==> config.mk <==
export PLATFORM = sky130hd
export DESIGN_NAME = uart_duo
export DESIGN_NICKNAME = d
export VERILOG_FILES = /design/src/shared/uart_pkg.sv /design/src/shared/uart_ch_if.sv /design/src/hw/uart_tx.sv /design/src/hw/uart_rx.sv /design/src/hw/uart_duo.sv
export VERILOG_INCLUDE_DIRS = /design/src /design/src/shared
export SDC_FILE = /design/constraint.sdc
export NUM_CORES = 1
export LEC_CHECK = 0
export ABC_AREA = 1
export BUFFER_PORTS_ARGS = -buffer_cell sky130_fd_sc_hd__buf_2
export CORE_ASPECT_RATIO = 0.75
export CORE_MARGIN = 2
export CORE_UTILIZATION = 54
export DETAILED_ROUTE_END_ITERATION = 10
export PLACE_DENSITY_LB_ADDON = 0.05
export RECOVER_POWER = 25
export SLEW_MARGIN = 15
export SYNTH_ARGS = -nofsm -noshare
export SYNTH_HDL_FRONTEND = slang
export SYNTH_SLANG_ARGS = --single-unit
==> constraint.sdc <==
create_clock -name mclk -period 9.1 [get_ports mclk]
set_input_delay 0.91 -clock mclk [delete_from_list [all_inputs] [get_ports mclk]]
set_output_delay 0.91 -clock mclk [all_outputs]
set_load 0.1 [all_outputs]
==> src/shared/uart_cfg.svh <==
`ifndef UART_CFG_SVH
`define UART_CFG_SVH

// ****************************************
// clock, baud and frame timing
// ****************************************
`define UART_CLK_HZ 25000000
`define UART_DEF_BAUD 9600
`define UART_OVS 16
`define UART_DEF_DIV ((`UART_CLK_HZ + (`UART_DEF_BAUD * `UART_OVS) / 2) / (`UART_DEF_BAUD * `UART_OVS))
`define UART_OVS_LAST 4'hF
`define UART_OVS_MID 4'h7
`define UART_BRK_BITS 13
`define UART_BRK_TICKS (`UART_BRK_BITS * `UART_OVS)
`define UART_IRQ_CHARS 8
`define UART_RX_DEPTH 16
`define UART_RTS_MARGIN 2
`define UART_MIN_BITS 4'd5
`define UART_MAX_BITS 4'd9
`define UART_MIN_PRIO 3'h1

// ****************************************
// register map, byte addresses
// ****************************************
`define UART_CH_BIT 5
`define UART_OFS_CTRL 5'h00
`define UART_OFS_BAUD 5'h04
`define UART_OFS_DATA 5'h08
`define UART_OFS_STATUS 5'h0C
`define UART_OFS_ISTAT 5'h10
`define UART_OFS_IMASK 5'h14
`define UART_OFS_PRIO 5'h18

// ****************************************
// field positions and reset values
// ****************************************
`define UART_CTRL_RST 13'h0611
`define UART_ST_TXFULL 8
`define UART_ST_TXBUSY 9
`define UART_EV_RX 0
`define UART_EV_PAR 1
`define UART_EV_FRM 2

`endif

==> src/shared/uart_pkg.sv <==
package uart_pkg;

	typedef enum logic [1:0] {PAR_NONE, PAR_EVEN, PAR_ODD} parity_t;

	// control register layout, top bit first, en at bit 0
	typedef struct packed {
		logic ctsPin;
		logic rtsPin;
		logic rxPin;
		logic txPin;
		logic brk;
		logic stop2;
		parity_t par;
		logic [3:0] nbits;
		logic en;
	} ctrl_t;

	// parity bit over the active data bits
	function automatic logic par_bit(logic [8:0] d, logic [3:0] nb,
		parity_t p);
		logic x;
		x = 1'b0;
		for (int i = 0; i < 9; i++) begin
			if (4'(i) < nb) begin
				x = x ^ d[i];
			end
		end
		return (p == PAR_ODD) ? ~x : x;
	endfunction

endpackage

==> src/shared/uart_ch_if.sv <==
`timescale 1ns/1ps
interface uart_ch_if #(parameter int DEPTH = 16);
	localparam int CW = $clog2(DEPTH) + 1;
	logic en;
	logic tick;
	logic [3:0] nbits;
	uart_pkg::parity_t par;
	logic stop2;
	logic brk;
	logic [8:0] txData;
	logic txValid;
	logic ctsBlock;
	logic txTake;
	logic txBusy;
	logic txLine;
	logic rxLine;
	logic rxPop;
	logic [8:0] rxData;
	logic [CW-1:0] rxCount;
	logic rxEvt;
	logic parErr;
	logic frmErr;

	modport tx (input en, tick, nbits, par, stop2, brk, txData, txValid,
		ctsBlock, output txTake, txBusy, txLine);
	modport rx (input en, tick, nbits, par, stop2, rxLine, rxPop,
		output rxData, rxCount, rxEvt, parErr, frmErr);
endinterface

==> src/hw/uart_tx.sv <==
`timescale 1ns/1ps
`include "uart_cfg.svh"
module uart_tx (
	input wire logic mclk, // system clock
	input wire logic nrst, // async reset, low
	uart_ch_if.tx link // channel link
);
	import uart_pkg::*;

	typedef enum logic [2:0] {T_IDLE, T_START, T_DATA, T_PAR, T_STOP,
		T_BRK} txst_t;
	typedef struct packed {
		txst_t st;
		logic [3:0] ovs;
		logic [3:0] idx;
		logic [7:0] brkCnt;
		logic [8:0] shf;
		logic line;
		logic stopLeft;
	} tx_t;
	localparam tx_t TX_RST = '{st: T_IDLE, line: 1'b1, default: '0};

	tx_t s, n;
	logic bitEnd;

	assign link.txTake = link.en && s.st == T_IDLE && !link.brk &&
		link.txValid && !link.ctsBlock;
	assign link.txBusy = s.st != T_IDLE;
	assign link.txLine = s.line;

	always_comb begin
		n = s;
		bitEnd = link.tick && s.ovs == `UART_OVS_LAST;
		if (link.tick && s.st != T_IDLE) begin
			n.ovs = s.ovs + 4'h1;
		end
		if (!link.en) begin
			n = TX_RST;
		end else begin
			case (s.st)
			T_IDLE: begin
				n.line = 1'b1;
				n.ovs = '0;
				if (link.brk) begin
					n.st = T_BRK;
					n.brkCnt = '0;
					n.line = 1'b0;
				end else if (link.txTake) begin
					n.shf = link.txData;
					n.st = T_START;
					n.line = 1'b0;
				end
			end
			T_START: if (bitEnd) begin
				n.st = T_DATA;
				n.idx = '0;
				n.line = s.shf[0];
			end
			T_DATA: if (bitEnd) begin
				if (s.idx == link.nbits - 4'h1) begin
					if (link.par != PAR_NONE) begin
						n.st = T_PAR;
						n.line = par_bit(s.shf, link.nbits, link.par);
					end else begin
						n.st = T_STOP;
						n.line = 1'b1;
						n.stopLeft = link.stop2;
					end
				end else begin
					n.idx = s.idx + 4'h1;
					n.line = s.shf[s.idx + 4'h1];
				end
			end
			T_PAR: if (bitEnd) begin
				n.st = T_STOP;
				n.line = 1'b1;
				n.stopLeft = link.stop2;
			end
			T_STOP: if (bitEnd) begin
				if (s.stopLeft) begin
					n.stopLeft = 1'b0;
				end else begin
					n.st = T_IDLE;
				end
			end
			T_BRK: begin
				n.line = 1'b0;
				if (link.tick) begin
					n.brkCnt = s.brkCnt + 8'h1;
					if (s.brkCnt == 8'(`UART_BRK_TICKS - 1)) begin
						n.st = T_IDLE;
						n.line = 1'b1;
					end
				end
			end
			default: n = TX_RST;
			endcase
		end
	end

	always_ff @(posedge mclk or negedge nrst) begin
		if (!nrst) begin
			s <= TX_RST;
		end else begin
			s <= n;
		end
	end
endmodule

==> src/hw/uart_rx.sv <==
`timescale 1ns/1ps
`include "uart_cfg.svh"
module uart_rx #(
	parameter int DEPTH = `UART_RX_DEPTH // receive buffer words
) (
	input wire logic mclk, // system clock
	input wire logic nrst, // async reset, low
	uart_ch_if.rx link // channel link
);
	import uart_pkg::*;

	localparam int AW = $clog2(DEPTH);
	localparam int CW = AW + 1;

	typedef enum logic [2:0] {R_IDLE, R_START, R_DATA, R_PAR, R_STOP} rxst_t;
	typedef struct packed {
		rxst_t st;
		logic [3:0] ovs;
		logic [3:0] idx;
		logic [8:0] shf;
		logic perr;
		logic [DEPTH-1:0][8:0] mem;
		logic [AW-1:0] wp;
		logic [AW-1:0] rp;
		logic [CW-1:0] cnt;
		logic [3:0] since;
		logic [7:0] silent;
		logic idleDone;
		logic evt;
		logic pe;
		logic fe;
	} rx_t;
	localparam rx_t RX_RST = '{st: R_IDLE, default: '0};

	rx_t s, n;
	logic sample;
	logic [7:0] frameTicks;

	assign link.rxData = s.mem[s.rp];
	assign link.rxCount = s.cnt;
	assign link.rxEvt = s.evt;
	assign link.parErr = s.pe;
	assign link.frmErr = s.fe;

	always_comb begin
		n = s;
		n.evt = 1'b0;
		n.pe = 1'b0;
		n.fe = 1'b0;
		sample = link.tick && s.ovs == `UART_OVS_LAST;
		frameTicks = 8'(`UART_OVS) * (8'h2 + 8'(link.nbits) +
			8'(link.par != PAR_NONE) + 8'(link.stop2));
		if (link.tick) begin
			n.ovs = s.ovs + 4'h1;
		end
		if (link.rxPop && s.cnt != '0) begin
			n.rp = s.rp + 1'b1;
			n.cnt = s.cnt - 1'b1;
		end
		// silence counted in ticks of the line staying idle
		if (s.st != R_IDLE || !link.rxLine) begin
			n.silent = '0;
		end else if (link.tick && s.silent != frameTicks) begin
			n.silent = s.silent + 8'h1;
		end
		if (s.silent == frameTicks && s.cnt != '0 && !s.idleDone) begin
			n.evt = 1'b1;
			n.idleDone = 1'b1;
			n.since = '0;
		end
		case (s.st)
		R_IDLE: if (!link.rxLine) begin
			n.st = R_START;
			n.ovs = '0;
			n.shf = '0;
		end
		R_START: if (link.tick && s.ovs == `UART_OVS_MID) begin
			n.ovs = '0;
			n.idx = '0;
			n.st = link.rxLine ? R_IDLE : R_DATA;
		end
		R_DATA: if (sample) begin
			n.shf[s.idx] = link.rxLine;
			n.idx = s.idx + 4'h1;
			if (s.idx == link.nbits - 4'h1) begin
				n.st = (link.par != PAR_NONE) ? R_PAR : R_STOP;
			end
		end
		R_PAR: if (sample) begin
			n.perr = link.rxLine != par_bit(s.shf, link.nbits, link.par);
			n.st = R_STOP;
		end
		R_STOP: if (sample) begin
			n.st = R_IDLE;
			n.fe = !link.rxLine;
			n.pe = (link.par != PAR_NONE) && s.perr;
			n.perr = 1'b0;
			n.idleDone = 1'b0;
			if (n.cnt != CW'(DEPTH)) begin
				n.mem[s.wp] = s.shf;
				n.wp = s.wp + 1'b1;
				n.cnt = n.cnt + 1'b1;
				n.since = s.since + 4'h1;
				if (s.since == 4'(`UART_IRQ_CHARS - 1)) begin
					n.evt = 1'b1;
					n.since = '0;
				end
			end
		end
		default: n.st = R_IDLE;
		endcase
		if (!link.en) begin
			n = RX_RST;
		end
	end

	always_ff @(posedge mclk or negedge nrst) begin
		if (!nrst) begin
			s <= RX_RST;
		end else begin
			s <= n;
		end
	end
endmodule

==> src/hw/uart_duo.sv <==
`timescale 1ns/1ps
`include "uart_cfg.svh"
module uart_duo #(
	parameter int RX_DEPTH = `UART_RX_DEPTH // receive buffer words
) (
	input wire logic mclk, // system clock
	input wire logic nrst, // async reset, low
	input wire logic [7:0] wb_adr_i, // bus byte address
	input wire logic [31:0] wb_dat_i, // bus write data
	output logic [31:0] wb_dat_o, // bus read data
	input wire logic wb_we_i, // bus write
	input wire logic [3:0] wb_sel_i, // bus byte enables
	input wire logic wb_cyc_i, // bus cycle
	input wire logic wb_stb_i, // bus strobe
	output logic wb_ack_o, // bus acknowledge
	input wire logic [1:0] rxd, // serial receive pins
	input wire logic [1:0] ctsN, // clear to send, low active
	input wire logic sleepIdle, // system sits in idle state
	output logic [1:0] txd, // serial transmit pins
	output logic [1:0] rtsN, // request to send, low active
	output logic irq, // interrupt, high level
	output logic [2:0] irqPrio, // priority of pending interrupt
	output logic wakeIdle // wake request from idle
);
	import uart_pkg::*;

	localparam int NCH = 2;
	localparam int CW = $clog2(RX_DEPTH) + 1;

	if (RX_DEPTH < `UART_IRQ_CHARS || RX_DEPTH > 128 ||
		(RX_DEPTH & (RX_DEPTH - 1)) != 0) begin : g_chk
		$error("RX_DEPTH must be a power of two from 8 to 128");
	end

	// ****************************************
	// state
	// ****************************************
	typedef struct packed {
		ctrl_t ctrl;
		logic [15:0] div;
		logic [15:0] divCnt;
		logic tick;
		logic pop;
		logic [1:0] rxSync;
		logic [1:0] ctsSync;
		logic [8:0] txHold;
		logic txFull;
		logic [2:0] stat;
		logic [2:0] mask;
		logic [2:0] prio;
		logic txd;
		logic rtsN;
	} chan_t;
	typedef struct packed {
		chan_t [NCH-1:0] ch;
		logic ack;
		logic [31:0] dat;
		logic irq;
		logic [2:0] prio;
		logic wake;
	} state_t;

	localparam chan_t CH_RST = '{ctrl: `UART_CTRL_RST,
		div: 16'(`UART_DEF_DIV), prio: `UART_MIN_PRIO,
		rxSync: 2'h3, txd: 1'b1, default: '0};
	localparam state_t ST_RST = '{ch: {NCH{CH_RST}}, default: '0};

	state_t s, n;

	logic txTake [NCH];
	logic txBusy [NCH];
	logic txLine [NCH];
	logic [8:0] rxData [NCH];
	logic [CW-1:0] rxCount [NCH];
	logic [2:0] ev [NCH];

	// byte-lane merge of a write into a register word
	function automatic logic [31:0] wmerge(logic [31:0] old,
		logic [31:0] wr, logic [3:0] sel);
		logic [31:0] r;
		r = old;
		for (int b = 0; b < 4; b++) begin
			if (sel[b]) begin
				r[b*8 +: 8] = wr[b*8 +: 8];
			end
		end
		return r;
	endfunction

	// ****************************************
	// channels
	// ****************************************
	for (genvar i = 0; i < NCH; i++) begin : g_ch
		uart_ch_if #(.DEPTH(RX_DEPTH)) link();
		assign link.en = s.ch[i].ctrl.en;
		assign link.tick = s.ch[i].tick;
		assign link.nbits = s.ch[i].ctrl.nbits;
		assign link.par = s.ch[i].ctrl.par;
		assign link.stop2 = s.ch[i].ctrl.stop2;
		assign link.brk = s.ch[i].ctrl.brk;
		assign link.txData = s.ch[i].txHold;
		assign link.txValid = s.ch[i].txFull;
		assign link.ctsBlock = s.ch[i].ctrl.ctsPin && s.ch[i].ctrl.rxPin &&
			s.ch[i].ctsSync[1];
		assign link.rxLine = s.ch[i].ctrl.rxPin ? s.ch[i].rxSync[1] : 1'b1;
		assign link.rxPop = s.ch[i].pop;
		assign txTake[i] = link.txTake;
		assign txBusy[i] = link.txBusy;
		assign txLine[i] = link.txLine;
		assign rxData[i] = link.rxData;
		assign rxCount[i] = link.rxCount;
		assign ev[i] = {link.frmErr, link.parErr, link.rxEvt};

		uart_tx u_tx (
			.mclk(mclk),
			.nrst(nrst),
			.link(link.tx)
		);
		uart_rx #(.DEPTH(RX_DEPTH)) u_rx (
			.mclk(mclk),
			.nrst(nrst),
			.link(link.rx)
		);
	end

	// ****************************************
	// next state
	// ****************************************
	logic c;
	logic [4:0] ofs;
	logic [31:0] wv;
	logic [31:0] rd;
	ctrl_t nc;
	logic [2:0] pend;

	always_comb begin
		n = s;
		c = wb_adr_i[`UART_CH_BIT];
		ofs = wb_adr_i[4:0];
		wv = '0;
		rd = '0;
		nc = s.ch[c].ctrl;
		pend = '0;
		n.ack = 1'b0;
		for (int i = 0; i < NCH; i++) begin
			n.ch[i].tick = 1'b0;
			n.ch[i].pop = 1'b0;
			n.ch[i].ctrl.brk = 1'b0;
			n.ch[i].rxSync = {s.ch[i].rxSync[0], rxd[i]};
			n.ch[i].ctsSync = {s.ch[i].ctsSync[0], ctsN[i]};
			if (!s.ch[i].ctrl.en) begin
				n.ch[i].divCnt = '0;
				n.ch[i].txFull = 1'b0;
			end else if (s.ch[i].divCnt + 16'h1 >= s.ch[i].div) begin
				n.ch[i].divCnt = '0;
				n.ch[i].tick = 1'b1;
			end else begin
				n.ch[i].divCnt = s.ch[i].divCnt + 16'h1;
			end
			if (txTake[i]) begin
				n.ch[i].txFull = 1'b0;
			end
		end
		// bus slave, one wait state, acts on the edge that raises ack
		if (wb_cyc_i && wb_stb_i && !s.ack) begin
			n.ack = 1'b1;
			if (wb_adr_i[7:6] != 2'h0) begin
				rd = '0;
			end else if (ofs == `UART_OFS_CTRL) begin
				rd = 32'(s.ch[c].ctrl);
				wv = wmerge(rd, wb_dat_i, wb_sel_i);
				if (wb_we_i) begin
					nc = ctrl_t'(wv[$bits(ctrl_t)-1:0]);
					if (nc.nbits < `UART_MIN_BITS ||
						nc.nbits > `UART_MAX_BITS) begin
						nc.nbits = s.ch[c].ctrl.nbits;
					end
					if (nc.par != PAR_EVEN && nc.par != PAR_ODD) begin
						nc.par = PAR_NONE;
					end
					nc.brk = nc.brk && nc.en && nc.txPin;
					n.ch[c].ctrl = nc;
				end
			end else if (ofs == `UART_OFS_BAUD) begin
				rd = 32'(s.ch[c].div);
				wv = wmerge(rd, wb_dat_i, wb_sel_i);
				if (wb_we_i) begin
					n.ch[c].div = (wv[15:0] == '0) ? 16'h1 : wv[15:0];
				end
			end else if (ofs == `UART_OFS_DATA) begin
				rd = 32'(rxData[c]);
				if (wb_we_i) begin
					if (!s.ch[c].txFull && s.ch[c].ctrl.en) begin
						n.ch[c].txHold = wb_dat_i[8:0];
						n.ch[c].txFull = 1'b1;
					end
				end else begin
					n.ch[c].pop = rxCount[c] != '0;
				end
			end else if (ofs == `UART_OFS_STATUS) begin
				rd[7:0] = 8'(rxCount[c]);
				rd[`UART_ST_TXFULL] = s.ch[c].txFull;
				rd[`UART_ST_TXBUSY] = txBusy[c];
			end else if (ofs == `UART_OFS_ISTAT) begin
				rd = 32'(s.ch[c].stat);
				if (wb_we_i && wb_sel_i[0]) begin
					n.ch[c].stat = s.ch[c].stat & ~wb_dat_i[2:0];
				end
			end else if (ofs == `UART_OFS_IMASK) begin
				rd = 32'(s.ch[c].mask);
				if (wb_we_i && wb_sel_i[0]) begin
					n.ch[c].mask = wb_dat_i[2:0];
				end
			end else if (ofs == `UART_OFS_PRIO) begin
				rd = 32'(s.ch[c].prio);
				if (wb_we_i && wb_sel_i[0]) begin
					n.ch[c].prio = (wb_dat_i[2:0] == 3'h0) ?
						`UART_MIN_PRIO : wb_dat_i[2:0];
				end
			end else begin
				rd = '0;
			end
			n.dat = rd;
		end
		// events set after the clear so a simultaneous event survives
		n.irq = 1'b0;
		n.prio = '0;
		for (int i = 0; i < NCH; i++) begin
			n.ch[i].stat = n.ch[i].stat | ev[i];
			pend = n.ch[i].stat & n.ch[i].mask;
			if (pend != '0) begin
				n.irq = 1'b1;
				if (n.ch[i].prio > n.prio) begin
					n.prio = n.ch[i].prio;
				end
			end
			n.ch[i].txd = (n.ch[i].ctrl.en && n.ch[i].ctrl.txPin) ?
				txLine[i] : 1'b1;
			n.ch[i].rtsN = n.ch[i].ctrl.rtsPin && n.ch[i].ctrl.rxPin &&
				32'(rxCount[i]) >= RX_DEPTH - `UART_RTS_MARGIN;
		end
		n.wake = n.irq && sleepIdle;
	end

	always_ff @(posedge mclk or negedge nrst) begin
		if (!nrst) begin
			s <= ST_RST;
		end else begin
			s <= n;
		end
	end

	// ****************************************
	// outputs
	// ****************************************
	assign wb_ack_o = s.ack;
	assign wb_dat_o = s.dat;
	assign irq = s.irq;
	assign irqPrio = s.prio;
	assign wakeIdle = s.wake;
	for (genvar i = 0; i < NCH; i++) begin : g_pin
		assign txd[i] = s.ch[i].txd;
		assign rtsN[i] = s.ch[i].rtsN;
	end
endmodule

==> metrics.cfg <==
[worst_setup_path]
critical_path.cell_chain = buf_8, clkbuf_2
timing_worst_setup_path_type = in2async
regToRegEndpoint = irqPrio[0]
crit-reg2reg-launch = wb_ack_o
crit_path_max_incr_delay_ps = 2960
critical_path_peak_fanout = 169
critPathArrivalTime_ps = 4580
start_kind = input port
worst_path_dominant_cell_family = buffers and inverters
reg2reg_slack_ps = 5000
worst-path-buf-inv = 2
worst_path_max_delay_cell = clkbuf_2
reg2regPathDepth = 19
worstSetupEndpointType = async pin
critical_path_required_ps = 8210

[floorplan]
start_util_pct = 54.7
rows = 79
io_pins = 96
floorplan_die_area_mm2 = 0.0650
die_width_um = 294
design.core.area_mm2 = 0.0622
die_y_um = 221

[synth]
synth_area_mm2 = 0.0340
ys_warn_count = 0
post_synth.cell_area_avg_um2 = 7.88
post-synth-top-area-fraction_pct = 43.3
synth.ff_latch_count = 614
postSynthCellCount = 4312
share_of_the_yosys_chip_area_belonging_to_registers_pct = 45.3
synth.top_cells.by_area = dfrtp_1, o21ai_0, nand2_1, nand3_1, inv_1
synth_edf_count = 0
asyncSetResetFlopFracSynth_pct = 100
synth_area_leader_cell = dfrtp_1
synth_flop_cell = dfrtp_1
synth_cell_types = 65

[sta]
maxClockFrequency_mhz = 183
clock-skew-final_ps = 20.4
min_period_over_period_pct = 60.1
worst_slew_margin_relative_to_its_limit_pct = -187
grt_setup_unrepaired = no
hold_viol = 0
timing_worst_slew_pin_value_ps = 4300
post_route_setup_tns_ps = 0
timing.final.crit_period_ps = 5470
maxSlewViolCount = 242
setup_viol = 0

[outcome]
violated_checks = capacitance limit, slew limit
status = finished, violations left

[power]
clock_power_share_pct = 40.1
power.density_cell_area_mw_per_mm2 = 187
sequentialPowerShare_pct = 43.3
internal-power_mw = 4.78
power.share.combinational_pct = 16.5
swShare_pct = 30.2
p_leak_nw = 17.0
worst_ir_drop_vdd_mv = 0.189
power_switching_mw = 2.07
total_power_mw = 6.85

[route]
remaining_drc_errors = 0
drtIter0Drc = 3733
wirelength_um = 98800
via_count = 29700
route.met3.wl_um = 9010
antenna_violating_nets_post_route = 0
drt_pre_antenna_iters = 8
route.met2.wl_um = 39800
route.layer.met1.wl_um = 48000
post_drt_wl_per_cell_um = 19.3
top_layer_used = met4
vias_per_cell = 5.80

[placed_design]
place_congestion = 0.947
place.port_buffers = 61
place.detailed.hpwl_um = 66900

[cells_and_area]
area_used_by_multi_input_combinational_logic_mm2 = 0.0156
fill_cells = 5693
fin_nets = 4397
final_cell_mix = nand2_1, dfrtp_1, o21ai_0
final_common_cell = nand2_1
area.growth.synth_to_final_pct = 7.67
post_route_cells_drive_above_1_share_pct = 7.04
ff_latch_area_mm2 = 0.0154

[clock_tree]
postCtsHoldBufs = 0
cts_made_buffers = 66
cts_tree = yes
cts.repair.resized = 0
clkTransAtPathRegs_ps = 60
clock-sinks = 614
ctsRootBufferMaster = clkbuf_16
ctsHtreeMaxLevel = 3
ctsLongestPathBuffers = 3
worst_skew_pair_later_pin_latency_ps = 620
post_cts_setup_buffers = 0

[global_route]
overflow = 0
grt_start_max_net_pins = 170
grt_pass1_wl_um = 156000
grt_util_all_layers_pct = 30.4
first_global_vias = 26900
antenna_found_initial = 2

[job]
cap_viol_max_count = 2

[min_path]
hold_path_class = in2async

-- sequential cells by signal (all words and copies together) (netlist names), 3 cells and up --
register and flops:
g_ch.u_tx.s 58, g_ch.u_rx.s 372, s 98, irqPrio 3, g_ch.u_rx.link.rxCount 10, wb_dat_o 16
g_ch.link.par 4, g_ch.link.nbits 8, g_ch.link.txData 18
-- kinds of logic (layout without fill, tap and decap cells) --
logic type	count (synthesis)	count (layout)	share of synthesized area [%]
AO/OA/AOI/OAI	975	975	15.9
other	1	18	0.0110
multiplexers	4	4	0.121
flip-flops	614	614	45.3
AND/OR/NAND/NOR	1806	1806	24.1
XOR/XNOR	86	86	2.22
adder cells (fa/ha/maj)	89	89	3.32
buffers and inverters	737	715	9.02
-- synth_stat cells (48+ instances only) --
| cell | number |
|---|---|
| clkbuf_1 | 117 |
| nor3_1 | 69 |
| nor2_1 | 314 |
| xor2_1 | 63 |
| nand2_1 | 767 |
| nand3_1 | 478 |
| buf_4 | 48 |
| a21oi_1 | 150 |
| nand4_1 | 56 |
| dfrtp_1 | 588 |
| ha_1 | 87 |
| inv_1 | 496 |
| o21ai_0 | 584 |
-- worst max-delay path by stage --
| stage | start | end | cells after the start |
|---|---|---|---|
| floorplan | wb_cyc_i | irqPrio[1] | 21 |
| global placement | wb_cyc_i | irqPrio[0] | 21 |
| detailed placement | wb_cyc_i | irqPrio[0] | 21 |
| CTS | wb_ack_o | irqPrio[0] | 19 |
| global route | nrst | g_ch[0].u_rx.s[21] | 2 |
| finish | nrst | g_ch[0].u_rx.s[21] | 2 |
-- through the flow --
step                utilization [%]  hold slack (ps)  instances  setup WS [ps]  area [um^2]
finish                         58.9              327       5117           3630        36600
global route                   58.9              359       5116           2450        36600
CTS                            58.9              353       5115           5130        36600
detailed placement             55.4              340       4996           4500        34500
global placement               55.4              334       4996           4530        34500
floorplan                         -              331       4327           5880        34000
-- power by group through the flow --
stage / Clock [mW] / Combinational [mW] / Sequential, mW
detailed placement: 0 / 1.13 / 3.01
global placement: 0 / 1.12 / 3.01
global route: 2.91 / 1.30 / 2.98
finish: 2.75 / 1.13 / 2.97
floorplan: 0 / 0.842 / 2.97
CTS: 2.79 / 1.13 / 2.96
-- per-layer routing --
metal  global-route usage (%)  up-vias
li1                         -    14300
met1                     48.5    14200
met3                     7.20      130
met5                        0        -
met4                     6.39        0
met2                     41.3     1058
-- final cells by class --
cell class                 count  share of cell area (%)
clock buffer                 101                    5.55
tap                          810                    2.77
inverter                     509                    5.22
sequential                   614                    42.1
multi-input combinational   2976                    42.5
timing repair buffer          87                    1.41
clock inverter                18                   0.410
antenna                        2                  0.0137
Power figures use the tool's default switching activity.
